File: src/wled_pkg.sv
// Package with register map, field layout, reset values and timing counts of the backlight block.
package wled_pkg;

  localparam logic [11:0] OFF_CTRL_ONE  = 12'h000;
  localparam logic [11:0] OFF_DUTY_CTRL = 12'h004;
  localparam logic [11:0] OFF_STATUS    = 12'h008;

  localparam int BIT_SINK_ENABLE = 0;
  localparam int BIT_CUR_SELECT  = 1;
  localparam int FREQ_LSB        = 4;
  localparam int FREQ_W          = 2;
  localparam int DUTY_W          = 7;
  localparam int POS_W           = 7;
  localparam int STAT_PWM_BIT    = 0;
  localparam int STAT_SINK_BIT   = 1;
  localparam int STAT_POS_LSB    = 8;

  localparam logic [1:0] FREQ_100HZ  = 2'h0;
  localparam logic [1:0] FREQ_200HZ  = 2'h1;
  localparam logic [1:0] FREQ_500HZ  = 2'h2;
  localparam logic [1:0] FREQ_1000HZ = 2'h3;

  localparam logic [1:0] FREQ_RESET  = FREQ_200HZ;
  localparam logic [6:0] DUTY_MIN    = 7'h01;
  localparam logic [6:0] DUTY_MAX    = 7'h64;
  localparam logic [6:0] DUTY_RESET  = DUTY_MIN;
  localparam logic [6:0] STEPS       = 7'h64;

  localparam int CLK_HZ = 40000000;
  localparam int HZ_100  = 100;
  localparam int HZ_200  = 200;
  localparam int HZ_500  = 500;
  localparam int HZ_1000 = 1000;
  // Cycles of one 1% step at each frequency: clock / (frequency * 100).
  localparam int STEP_100  = CLK_HZ / (HZ_100 * 100);
  localparam int STEP_200  = CLK_HZ / (HZ_200 * 100);
  localparam int STEP_500  = CLK_HZ / (HZ_500 * 100);
  localparam int STEP_1000 = CLK_HZ / (HZ_1000 * 100);

  localparam logic [31:0] RD_ZERO = 32'h0000_0000;

endpackage

File: src/wled_step_timer.sv
// Prescaler that pulses once per 1% step of the dimming period.
`timescale 1ns/1ps
module wled_step_timer #(
  parameter int W = 16
) (
  input  wire logic         core_clk_in,
  input  wire logic         rst_b_in,
  input  wire logic         ce_in,
  input  wire logic [W-1:0] step_len_in,
  output logic              tick_out
);
  logic [W-1:0] cnt_q;
  logic [W-1:0] cnt_d;
  logic         tick_q;
  logic         tick_d;

  always_comb begin
    tick_d = 1'b0;
    cnt_d  = cnt_q + {{(W-1){1'b0}}, 1'b1};
    if (cnt_q >= step_len_in - {{(W-1){1'b0}}, 1'b1}) begin
      cnt_d  = '0;
      tick_d = 1'b1;
    end
  end

  always_ff @(posedge core_clk_in) begin
    if (!rst_b_in) begin
      cnt_q  <= '0;
      tick_q <= 1'b0;
    end else if (ce_in) begin
      cnt_q  <= cnt_d;
      tick_q <= tick_d;
    end
  end

  assign tick_out = tick_q;
endmodule

File: src/wled_pwm_ctrl.sv
// Top of the backlight dimming control: APB registers, PWM and sink gating.
//
// Behaviour
// - One select bit picks one current setting.
// - Both sinks share setting and dimming signal.
// - PWM resets 200 Hz; 100/500/1000 selectable.
// - Duty 1% to 100% in 1% steps, reset 1%.
// - Sink enable turns on sinks and boost.
//
// Chosen here: the register addresses and register access over APB.
`timescale 1ns/1ps
module wled_pwm_ctrl (
  input  wire logic        core_clk_in,
  input  wire logic        rst_b_in,
  input  wire logic        ce_in,
  input  wire logic        psel_in,
  input  wire logic        penable_in,
  input  wire logic        pwrite_in,
  input  wire logic [11:0] paddr_in,
  input  wire logic [31:0] pwdata_in,
  input  wire logic [3:0]  pstrb_in,
  output logic [31:0]      prdata_out,
  output logic             pready_out,
  output logic             pslverr_out,
  output logic             led_sink_a_out,
  output logic             led_sink_b_out,
  output logic             current_setting_select_out,
  output logic             boost_enable_out,
  output logic             pwm_out
);

  ////////////////////////////////////////////////////////////////////////////////
  // Register state.

  logic        sink_enable_q;
  logic        sink_enable_d;
  logic        cur_sel_q;
  logic        cur_sel_d;
  logic [1:0]  freq_q;
  logic [1:0]  freq_d;
  logic [6:0]  duty_q;
  logic [6:0]  duty_d;
  logic [31:0] rdata_q;
  logic [31:0] rdata_d;
  logic        ready_q;
  logic        ready_d;
  logic        err_q;
  logic        err_d;
  logic [6:0]  pos_q;
  logic [6:0]  pos_d;
  logic        pwm_q;
  logic        pwm_d;
  logic [1:0]  sink_q;
  logic [1:0]  sink_d;
  logic [15:0] step_sel;
  logic [15:0] step_len_q;
  logic [15:0] step_len_d;
  logic        tick;
  logic        wr_acc;
  logic        rd_acc;
  logic        hit;

  assign wr_acc = psel_in && penable_in && !ready_q && pwrite_in;
  assign rd_acc = psel_in && penable_in && !ready_q && !pwrite_in;
  assign hit    = (paddr_in == wled_pkg::OFF_CTRL_ONE) ||
                  (paddr_in == wled_pkg::OFF_DUTY_CTRL) ||
                  (paddr_in == wled_pkg::OFF_STATUS);

  ////////////////////////////////////////////////////////////////////////////////
  // APB slave: one wait state, ready pulses for one cycle per access.

  always_comb begin
    sink_enable_d = sink_enable_q;
    cur_sel_d     = cur_sel_q;
    freq_d        = freq_q;
    duty_d        = duty_q;
    rdata_d       = rdata_q;
    ready_d       = 1'b0;
    err_d         = 1'b0;
    if (psel_in && penable_in && !ready_q) begin
      ready_d = 1'b1;
      err_d   = !hit;
    end
    if (wr_acc && pstrb_in[0]) begin
      if (paddr_in == wled_pkg::OFF_CTRL_ONE) begin
        sink_enable_d = pwdata_in[wled_pkg::BIT_SINK_ENABLE];
        cur_sel_d     = pwdata_in[wled_pkg::BIT_CUR_SELECT];
        freq_d        = pwdata_in[wled_pkg::FREQ_LSB +: wled_pkg::FREQ_W];
      end else if (paddr_in == wled_pkg::OFF_DUTY_CTRL) begin
        // Out-of-range values are clamped so the duty never leaves 1% to 100%.
        if (pwdata_in[wled_pkg::DUTY_W-1:0] < wled_pkg::DUTY_MIN) begin
          duty_d = wled_pkg::DUTY_MIN;
        end else if (pwdata_in[wled_pkg::DUTY_W-1:0] > wled_pkg::DUTY_MAX) begin
          duty_d = wled_pkg::DUTY_MAX;
        end else begin
          duty_d = pwdata_in[wled_pkg::DUTY_W-1:0];
        end
      end
    end
    if (rd_acc) begin
      rdata_d = wled_pkg::RD_ZERO;
      case (paddr_in)
        wled_pkg::OFF_CTRL_ONE: begin
          rdata_d[wled_pkg::BIT_SINK_ENABLE] = sink_enable_q;
          rdata_d[wled_pkg::BIT_CUR_SELECT]  = cur_sel_q;
          rdata_d[wled_pkg::FREQ_LSB +: wled_pkg::FREQ_W] = freq_q;
        end
        wled_pkg::OFF_DUTY_CTRL: begin
          rdata_d[wled_pkg::DUTY_W-1:0] = duty_q;
        end
        wled_pkg::OFF_STATUS: begin
          rdata_d[wled_pkg::STAT_PWM_BIT]                    = pwm_q;
          rdata_d[wled_pkg::STAT_SINK_BIT]                   = sink_q[0];
          rdata_d[wled_pkg::STAT_POS_LSB +: wled_pkg::POS_W] = pos_q;
        end
        default: begin
          rdata_d = wled_pkg::RD_ZERO;
        end
      endcase
    end
  end

  always_ff @(posedge core_clk_in) begin
    if (!rst_b_in) begin
      sink_enable_q <= 1'b0;
      cur_sel_q     <= 1'b0;
      freq_q        <= wled_pkg::FREQ_RESET;
      duty_q        <= wled_pkg::DUTY_RESET;
      rdata_q       <= wled_pkg::RD_ZERO;
      ready_q       <= 1'b0;
      err_q         <= 1'b0;
    end else if (ce_in) begin
      sink_enable_q <= sink_enable_d;
      cur_sel_q     <= cur_sel_d;
      freq_q        <= freq_d;
      duty_q        <= duty_d;
      rdata_q       <= rdata_d;
      ready_q       <= ready_d;
      err_q         <= err_d;
    end
  end

  ////////////////////////////////////////////////////////////////////////////////
  // Dimming PWM: period of one hundred 1% steps.

  always_comb begin
    case (freq_q)
      wled_pkg::FREQ_100HZ:  step_sel = 16'(wled_pkg::STEP_100);
      wled_pkg::FREQ_200HZ:  step_sel = 16'(wled_pkg::STEP_200);
      wled_pkg::FREQ_500HZ:  step_sel = 16'(wled_pkg::STEP_500);
      wled_pkg::FREQ_1000HZ: step_sel = 16'(wled_pkg::STEP_1000);
      default:               step_sel = 16'(wled_pkg::STEP_200);
    endcase
  end

  ////////////////////////////////////////////////////////////////////////////////
  // Step length, loaded only at a step boundary.

  // A new frequency waits for the running step to end, so no step is ever cut short.
  always_comb begin
    step_len_d = step_len_q;
    if (tick) begin
      step_len_d = step_sel;
    end
  end

  always_ff @(posedge core_clk_in) begin
    if (!rst_b_in) begin
      step_len_q <= 16'(wled_pkg::STEP_200);
    end else if (ce_in) begin
      step_len_q <= step_len_d;
    end
  end

  wled_step_timer #(
    .W(16)
  ) u_step (
    .core_clk_in (core_clk_in),
    .rst_b_in    (rst_b_in),
    .ce_in       (ce_in),
    .step_len_in (step_len_q),
    .tick_out    (tick)
  );

  always_comb begin
    pos_d = pos_q;
    if (tick) begin
      pos_d = (pos_q == wled_pkg::STEPS - 7'h01) ? 7'h00 : pos_q + 7'h01;
    end
    // High for the first duty steps of each period; duty 100 keeps it high throughout.
    pwm_d  = (pos_d < duty_q);
    // Disabled sinks stay dark whatever the PWM does.
    sink_d = {2{sink_enable_q && pwm_d}};
  end

  always_ff @(posedge core_clk_in) begin
    if (!rst_b_in) begin
      pos_q  <= 7'h00;
      pwm_q  <= 1'b0;
      sink_q <= 2'b00;
    end else if (ce_in) begin
      pos_q  <= pos_d;
      pwm_q  <= pwm_d;
      sink_q <= sink_d;
    end
  end

  ////////////////////////////////////////////////////////////////////////////////
  // Outputs.

  assign prdata_out  = rdata_q;
  assign pready_out  = ready_q;
  assign pslverr_out = err_q;
  // Each sink has its own flop fed by one shared term, so the two can never differ.
  assign led_sink_a_out             = sink_q[0];
  assign led_sink_b_out             = sink_q[1];
  assign current_setting_select_out = cur_sel_q;
  assign boost_enable_out           = sink_enable_q;
  assign pwm_out                    = pwm_q;

endmodule

File: config.mk
export PLATFORM = sky130hd
export DESIGN_NAME = wled_pwm_ctrl
export DESIGN_NICKNAME = d
export VERILOG_FILES = /design/src/wled_pkg.sv /design/src/wled_step_timer.sv /design/src/wled_pwm_ctrl.sv
export SDC_FILE = /design/constraint.sdc
export NUM_CORES = 1
export LEC_CHECK = 0
export BUFFER_PORTS_ARGS = -buffer_cell sky130_fd_sc_hd__buf_2
export CAP_MARGIN = 20
export CELL_PAD_IN_SITES_DETAIL_PLACEMENT = 0
export CELL_PAD_IN_SITES_GLOBAL_PLACEMENT = 2
export CORE_MARGIN = 2
export CORE_UTILIZATION = 32
export DETAILED_ROUTE_END_ITERATION = 7
export PLACE_DENSITY_LB_ADDON = 0.12
export SYNTH_ARGS = -nofsm -noshare
export SYNTH_HDL_FRONTEND = slang
export SYNTH_SLANG_ARGS = --single-unit
File: constraint.sdc
create_clock -name core_clk_in -period 7.1 [get_ports core_clk_in]
set_input_delay 1.065 -clock core_clk_in [delete_from_list [all_inputs] [get_ports core_clk_in]]
set_output_delay 1.065 -clock core_clk_in [all_outputs]
set_load 0.02 [all_outputs]
==> results of run 1 <==
-- sequential cells by signal (all words and copies together), names as in the netlist, 2 cells and up --
| name | count |
|---|---|
| pos_q | 7 |
| duty_q | 7 |
| prdata_out | 14 |
| u_step.cnt_q | 16 |
| freq_q | 2 |
| step_len_q | 7 |
-- layout by cell type (no fill, tap or decap), types with 7 or more instances in the layout --
| master | Yosys | routed |
|---|---|---|
| inv_1 | 17 | 17 |
| xor2_1 | 13 | 13 |
| nor2_1 | 43 | 43 |
| dfxtp_1 | 60 | 60 |
| and3_1 | 7 | 7 |
| a21oi_1 | 32 | 32 |
| a22oi_1 | 7 | 7 |
| conb_1 | 1 | 18 |
| clkbuf_8 | 1 | 12 |
| nand2_1 | 43 | 43 |
| nand3_1 | 15 | 15 |
| ha_1 | 17 | 17 |
| buf_2 | 1 | 46 |
| nor3_1 | 7 | 7 |
-- power by group through the flow --
stage | combinational, mW | clock (mW) | sequential, mW
3_3_place_gp | 0.0464 | 0 | 0.349
2_1_floorplan | 0.0364 | 0 | 0.350
4_1_cts | 0.0466 | 0.379 | 0.342
3_5_place_dp | 0.0466 | 0 | 0.349
6_report | 0.0462 | 0.364 | 0.342
5_1_grt | 0.0512 | 0.392 | 0.342
-- layout make-up --
| class | instances | area [µm²] |
|---|---|---|
| Tap cell | 133 | 166.4 |
| Clock inverter | 4 | 70.07 |
| Sequential cell | 60 | 1201 |
| Timing Repair Buffer | 47 | 237.7 |
| Multi-Input combinational cell | 287 | 1802 |
| Clock buffer | 12 | 165.2 |
| Fill cell | 1092 | 6065 |
| Inverter | 18 | 67.56 |
-- logic make-up (layout without fill, tap and decap cells) --
group,Yosys count,count (layout)
other,1,18
multiplexers,8,8
adder cells (fa/ha/maj),17,17
AO/OA/AOI/OAI,75,75
buffers and inverters,50,81
AND/OR/NAND/NOR,150,150
flip-flops,60,60
XOR/XNOR,19,19
-- cell usage after synthesis (6+ instances only) --
cell type and count:
clkbuf_1 7, nand2_1 43, buf_4 21, xor2_1 13
o211ai_1 6, o21ai_0 6, ha_1 17, and3_1 7
nand4_1 6, xnor2_1 6, a22oi_1 7, nor2_1 43
nor3_1 7, mux2i_1 6, inv_1 17, a21oi_1 32
nand3_1 15, dfxtp_1 60
-- stage by stage --
| step | utilization | hold WS, ns | worst slack, ns |
|---|---|---|---|
| 6_report | 0.3795 | 0.4514 | 4.347 |
| 5_1_grt | 0.3795 | 0.4818 | 4.272 |
| 4_1_cts | 0.3795 | 0.4591 | 4.360 |
| 3_5_place_dp | 0.3555 | 0.4410 | 3.975 |
| 3_3_place_gp | 0.3555 | 0.4412 | 3.994 |
| 2_1_floorplan | - | 0.4292 | 4.578 |
-- per-layer routing --
metal | up-vias | part of all wire | global-route usage
li1 | 1384 | - | -
met1 | 1276 | 0.48 | 0.1949
met2 | 66 | 0.45 | 0.2507
met3 | 14 | 0.049 | 0.05388
met4 | 0 | 0.015 | 0.04923
met5 | - | 0 | 0
-- critical path: stages --
cell      delay [ns]
buf_2           0.10
or4_4           0.57
nor4_4          0.67
nand2_2         0.24
nor3_2          0.26
a211oi_2        0.06
-- final timing paths --
kind | start | to | slack, ns | depth (start not counted)
setup / recovery | paddr_in[7] | duty_q[2] | 4.35 | 6
hold / removal | prdata_out[1] | prdata_out[1] | 0.45 | 2
setup reg to reg | pos_q[2] | sink_q[0] | 4.43 | 9
hold reg to reg | prdata_out[1] | prdata_out[1] | 0.45 | 2
==> impl_metrics.py, run 1 <==
metrics = {
    "run_status": {
        "status": "finished clean",
    },
    "setup_path": {
        "cp.required_ns": 7.31,
        "crit_path_start_kind": "input port",
        "critPathArrivalTime_ns": 2.96,
        "worstPathMaxFanout": 13,
        "worst_setup_path_end_kind": "register",
        "critical_path_class": "in2reg",
    },
    "synthesis": {
        "yosysTopAreaCell": "dfxtp_1",
        "async_flop_share": 0,
        "ys_seq_elements": 60,
        "yosys-top-cells-area": "dfxtp_1, ha_1, nand2_1",
        "ys_seq_area_frac": 0.3725,
        "avgSynthCellArea_um2": 8.485,
        "yosys.area_share.simple": 0.2464,
        "ys.flop_type": "dfxtp_1",
        "synth_top_area_frac": 0.3725,
        "synth_cell_types": 58,
        "ys.warnings.count": 0,
        "syn_area_mm2": 0.003224,
        "synth-edff-count": 0,
        "muxShareOfSynthArea": 0.02561,
        "synth-xor-area-share": 0.05161,
        "yosys.area_share.adder": 0.06597,
        "synth_top_family_by_area": "simple AND/OR/NAND/NOR gates",
        "syn_inst": 380,
        "synth-compound-area-share": 0.1482,
    },
    "placement": {
        "hpwlAfterDp_mm": 5.816,
        "placed_area_mm2": 0.003475,
        "port_buffers": 46,
        "place_inst": 545,
        "gp_congestion": 0.7127,
    },
    "finish": {
        "fin_area_mm2": 0.003710,
        "antenna_cells": 0,
        "syn_to_final_growth_pct": 15.06,
        "drive_above_1_share": 0.1893,
        "nets": 494,
        "final_cells": 561,
    },
    "timing": {
        "worst_pin_slew_ns": 0.7089,
        "rsz0062_at_grt": "no",
        "max_freq_mhz": 363.2,
        "fin_worst_skew_ns": 0.005259,
        "period_share": 0.3878,
        "setup_viol": 0,
        "setup_tns_ns": 0,
        "period_needed_ns": 2.753,
        "hold_violations": 0,
        "max_slew_margin": 0.5238,
        "drv_slew": 0,
    },
    "routing": {
        "vias": 2740,
        "drtIter0Drc": 123,
        "avgViaCountPerCell": 4.884,
        "drt-total-wl_mm": 7.966,
        "ant_nets": 0,
        "drc": 0,
        "firstDrtPassIters": 5,
        "routedWlPerCell_um": 14.20,
    },
    "cts": {
        "h-tree-depth": 3,
        "cts_sinks": 60,
        "cts_inserted_buffers": 9,
        "post_cts_buffers": 0,
        "clkSlewWorstSetupHoldPaths_ns": 0.07,
        "postCtsHoldBufs": 0,
        "cts_tree": "done",
        "worstSkewPairLatency_ns": 0.34,
        "ctsRootBufferMaster": "clkbuf_8",
        "post_cts_resized": 0,
        "cts.path.max_buffers": 2,
    },
    "die": {
        "die_y_um": 104.4,
        "initial_core_util": 0.3299,
        "rows": 36,
        "die-area_mm2": 0.01090,
        "die_w_um": 104.4,
        "pin_count": 93,
        "core-area_mm2": 0.009774,
    },
    "global_routing": {
        "antenna_found_initial": 0,
        "grt_pass1_vias": 2671,
        "grt_util_all_layers": 0.1558,
        "grt_first_pass_wirelength_mm": 13.34,
        "grt_overflow": 0,
        "grt_max_degree": 38,
    },
    "pwr": {
        "peakVddDrop_mv": 0.1019,
        "power_density_mw_per_mm2": 202.8,
        "internal_power_mw": 0.5782,
        "combPwrFrac": 0.061,
        "netSwitchingPower_mw": 0.1742,
        "seq_power_share": 0.454,
        "p_sw_frac": 0.2315,
        "power_mw": 0.7524,
        "p_clk_frac": 0.484,
        "p_leak_nw": 1.618,
    },
    "min_path": {
        "hp-class": "reg2reg",
    },
    "flow_run": {
        "cap_violations": 0,
    },
}
No activity file was read; power rests on OpenSTA's default activity.
==> run 2: changes to the inputs <==
--- a/config.mk
+++ b/config.mk
@@ -10,7 +10,7 @@
 export CELL_PAD_IN_SITES_DETAIL_PLACEMENT = 0
 export CELL_PAD_IN_SITES_GLOBAL_PLACEMENT = 2
 export CORE_MARGIN = 2
-export CORE_UTILIZATION = 32
+export CORE_UTILIZATION = 30
 export DETAILED_ROUTE_END_ITERATION = 7
 export PLACE_DENSITY_LB_ADDON = 0.12
 export SYNTH_ARGS = -nofsm -noshare
==> constraint.sdc (replaced) <==
create_clock -name core_clk_in -period 2.8 [get_ports core_clk_in]
set_input_delay 0.42 -clock core_clk_in [delete_from_list [all_inputs] [get_ports core_clk_in]]
set_output_delay 0.42 -clock core_clk_in [all_outputs]
set_load 0.02 [all_outputs]
==> run 2 against run 1 <==
Against the previous run: clock power increased to 2.6 times the previous value; first-iteration DRC count decreased by 11%; register-to-register slack got worse by 4.3 ns; highest routed layer unchanged.
==> impl_metrics.py, run 2 (synthesized netlist as in run 1, its figures left out) <==
metrics = {
    "run_status": {
        "status": "finished clean",
    },
    "pwr": {
        "peakVddDrop_mv": 0.3083,
        "p_clk_frac": 0.487,
        "combPwrFrac": 0.065,
        "p_sw_frac": 0.2353,
        "internal_power_mw": 1.474,
        "p_leak_nw": 1.653,
        "power_density_mw_per_mm2": 510.7,
        "netSwitchingPower_mw": 0.4536,
        "seq_power_share": 0.448,
    },
    "cts": {
        "cts_sinks": 60,
        "post_cts_resized": 0,
        "clkSlewWorstSetupHoldPaths_ns": 0.07,
        "cts_tree": "done",
        "postCtsHoldBufs": 0,
        "cts.path.max_buffers": 2,
        "worstSkewPairLatency_ns": 0.34,
        "h-tree-depth": 3,
        "cts_inserted_buffers": 9,
        "post_cts_buffers": 0,
        "ctsRootBufferMaster": "clkbuf_8",
    },
    "die": {
        "die_y_um": 107.7,
        "initial_core_util": 0.3109,
        "pin_count": 93,
        "rows": 37,
        "core-area_mm2": 0.01037,
        "die_w_um": 107.7,
        "die-area_mm2": 0.01159,
    },
    "setup_path": {
        "r2r-start": "pos_q[6]",
        "critPathArrivalTime_ns": 2.92,
        "critical_path_class": "reg2reg",
        "r2r_slack_ns": 0.16,
        "worstPathMaxFanout": 5,
        "crit_path_start_kind": "register",
        "cp.required_ns": 3.08,
        "reg2reg_to": "sink_q[0]",
        "worst_setup_path_end_kind": "register",
        "r2r.worst_path.cells": 9,
    },
    "timing": {
        "hold_violations": 0,
        "whs_ns": 0.3632,
        "max_freq_mhz": 379.3,
        "fin_worst_skew_ns": 0.009933,
        "drv_slew": 0,
        "period_share": 0.9415,
        "period_needed_ns": 2.636,
        "rsz0062_at_grt": "no",
        "setup_tns_ns": 0,
        "worst_pin_slew_ns": 0.5979,
        "setup_viol": 0,
        "max_slew_margin": 0.5995,
    },
    "routing": {
        "vias": 2685,
        "drt-total-wl_mm": 8.135,
        "drc": 0,
        "routed.top_layer": "met4",
        "wl_met1_mm": 4.043,
        "wl_met3_um": 351,
        "firstDrtPassIters": 4,
        "avgViaCountPerCell": 4.694,
        "wl_met2_mm": 3.661,
        "routedWlPerCell_um": 14.22,
        "ant_nets": 0,
        "drtIter0Drc": 109,
    },
    "flow_run": {
        "cap_violations": 0,
    },
    "placement": {
        "gp_congestion": 0.7387,
        "hpwlAfterDp_mm": 6.130,
        "port_buffers": 46,
    },
    "global_routing": {
        "grt_first_pass_wirelength_mm": 13.24,
        "antenna_found_initial": 0,
        "grt_max_degree": 26,
        "grt_overflow": 0,
        "grt_util_all_layers": 0.1482,
        "grt_pass1_vias": 2539,
    },
    "finish": {
        "final_common_cell": "dfxtp_1",
        "largest-register": "u_step.cnt_q",
        "largest_reg_flops": 16,
        "antenna_cells": 0,
        "nets": 502,
        "syn_to_final_growth_pct": 17.07,
        "final_cell_mix": "dfxtp_1, buf_2, nand2_1, nor2_1, a21oi_1",
        "drive_above_1_share": 0.2018,
    },
    "min_path": {
        "holdPathEnd": "duty_q[5]",
        "min_from": "pwdata_in[5]",
        "hp-class": "in2reg",
        "hold_depth": 3,
    },
}
run 2: layer usage:
metal	up-vias	track usage
li1	1400	-
met4	0	0.03846
met2	58	0.2323
met1	1219	0.1970
met5	-	0
met3	8	0.04661
run 2: how the worst max path moves through the flow:
| stage | from | end | slack [ns] | depth (start not counted) |
|---|---|---|---|---|
| after global routing | pos_q[6] | sink_q[0] | 0.03 | 8 |
| after global placement | pos_q[6] | sink_q[0] | 0.22 | 9 |
| after CTS | pos_q[6] | sink_q[0] | 0.16 | 9 |
| final | pos_q[6] | sink_q[0] | 0.16 | 9 |
| after detailed placement | pos_q[6] | sink_q[0] | 0.19 | 9 |
| after floorplan | pos_q[2] | sink_q[0] | 0.37 | 9 |
run 2: metrics by stage:
stage                     setup WS, ns  std cells  power [mW]    util  instance area [µm²]
after detailed placement        0.1947        556       1.010  0.3412                 3538
after global routing           0.02689        572       2.011  0.3640                 3775
after global placement          0.2245        556       1.010  0.3412                 3538
final                           0.1639        572       1.928  0.3640                 3775
after CTS                       0.1633        572       1.959  0.3640                 3775
after floorplan                 0.3664        397      0.9805       -                 3288
run 2: cell type report:
cell class	count	area (µm²)
Clock inverter	3	67.56
Timing Repair Buffer	55	297.8
Tap cell	136	170.2
Clock buffer	13	168.9
Inverter	18	67.56
Fill cell	1125	6595
Multi-Input combinational cell	287	1802
Sequential cell	60	1201
run 2: critical path, cell delays in order, from the launching register on:
cell,delay [ns]
dfxtp_1,0.43
or4b_4,0.52
nor2_4,0.12
nor3_1,0.07
a21o_1,0.16
ha_1,0.29
a221oi_1,0.27
o31ai_1,0.14
a2111oi_2,0.39
a22o_1,0.20
run 2: power groups by stage:
stage	clock [mW]	combinational [mW]	sequential, mW
floorplan	0	0.0923	0.888
global placement	0	0.126	0.885
detailed placement	0	0.126	0.884
CTS	0.968	0.126	0.865
global route	1.01	0.138	0.865
finish	0.938	0.125	0.865
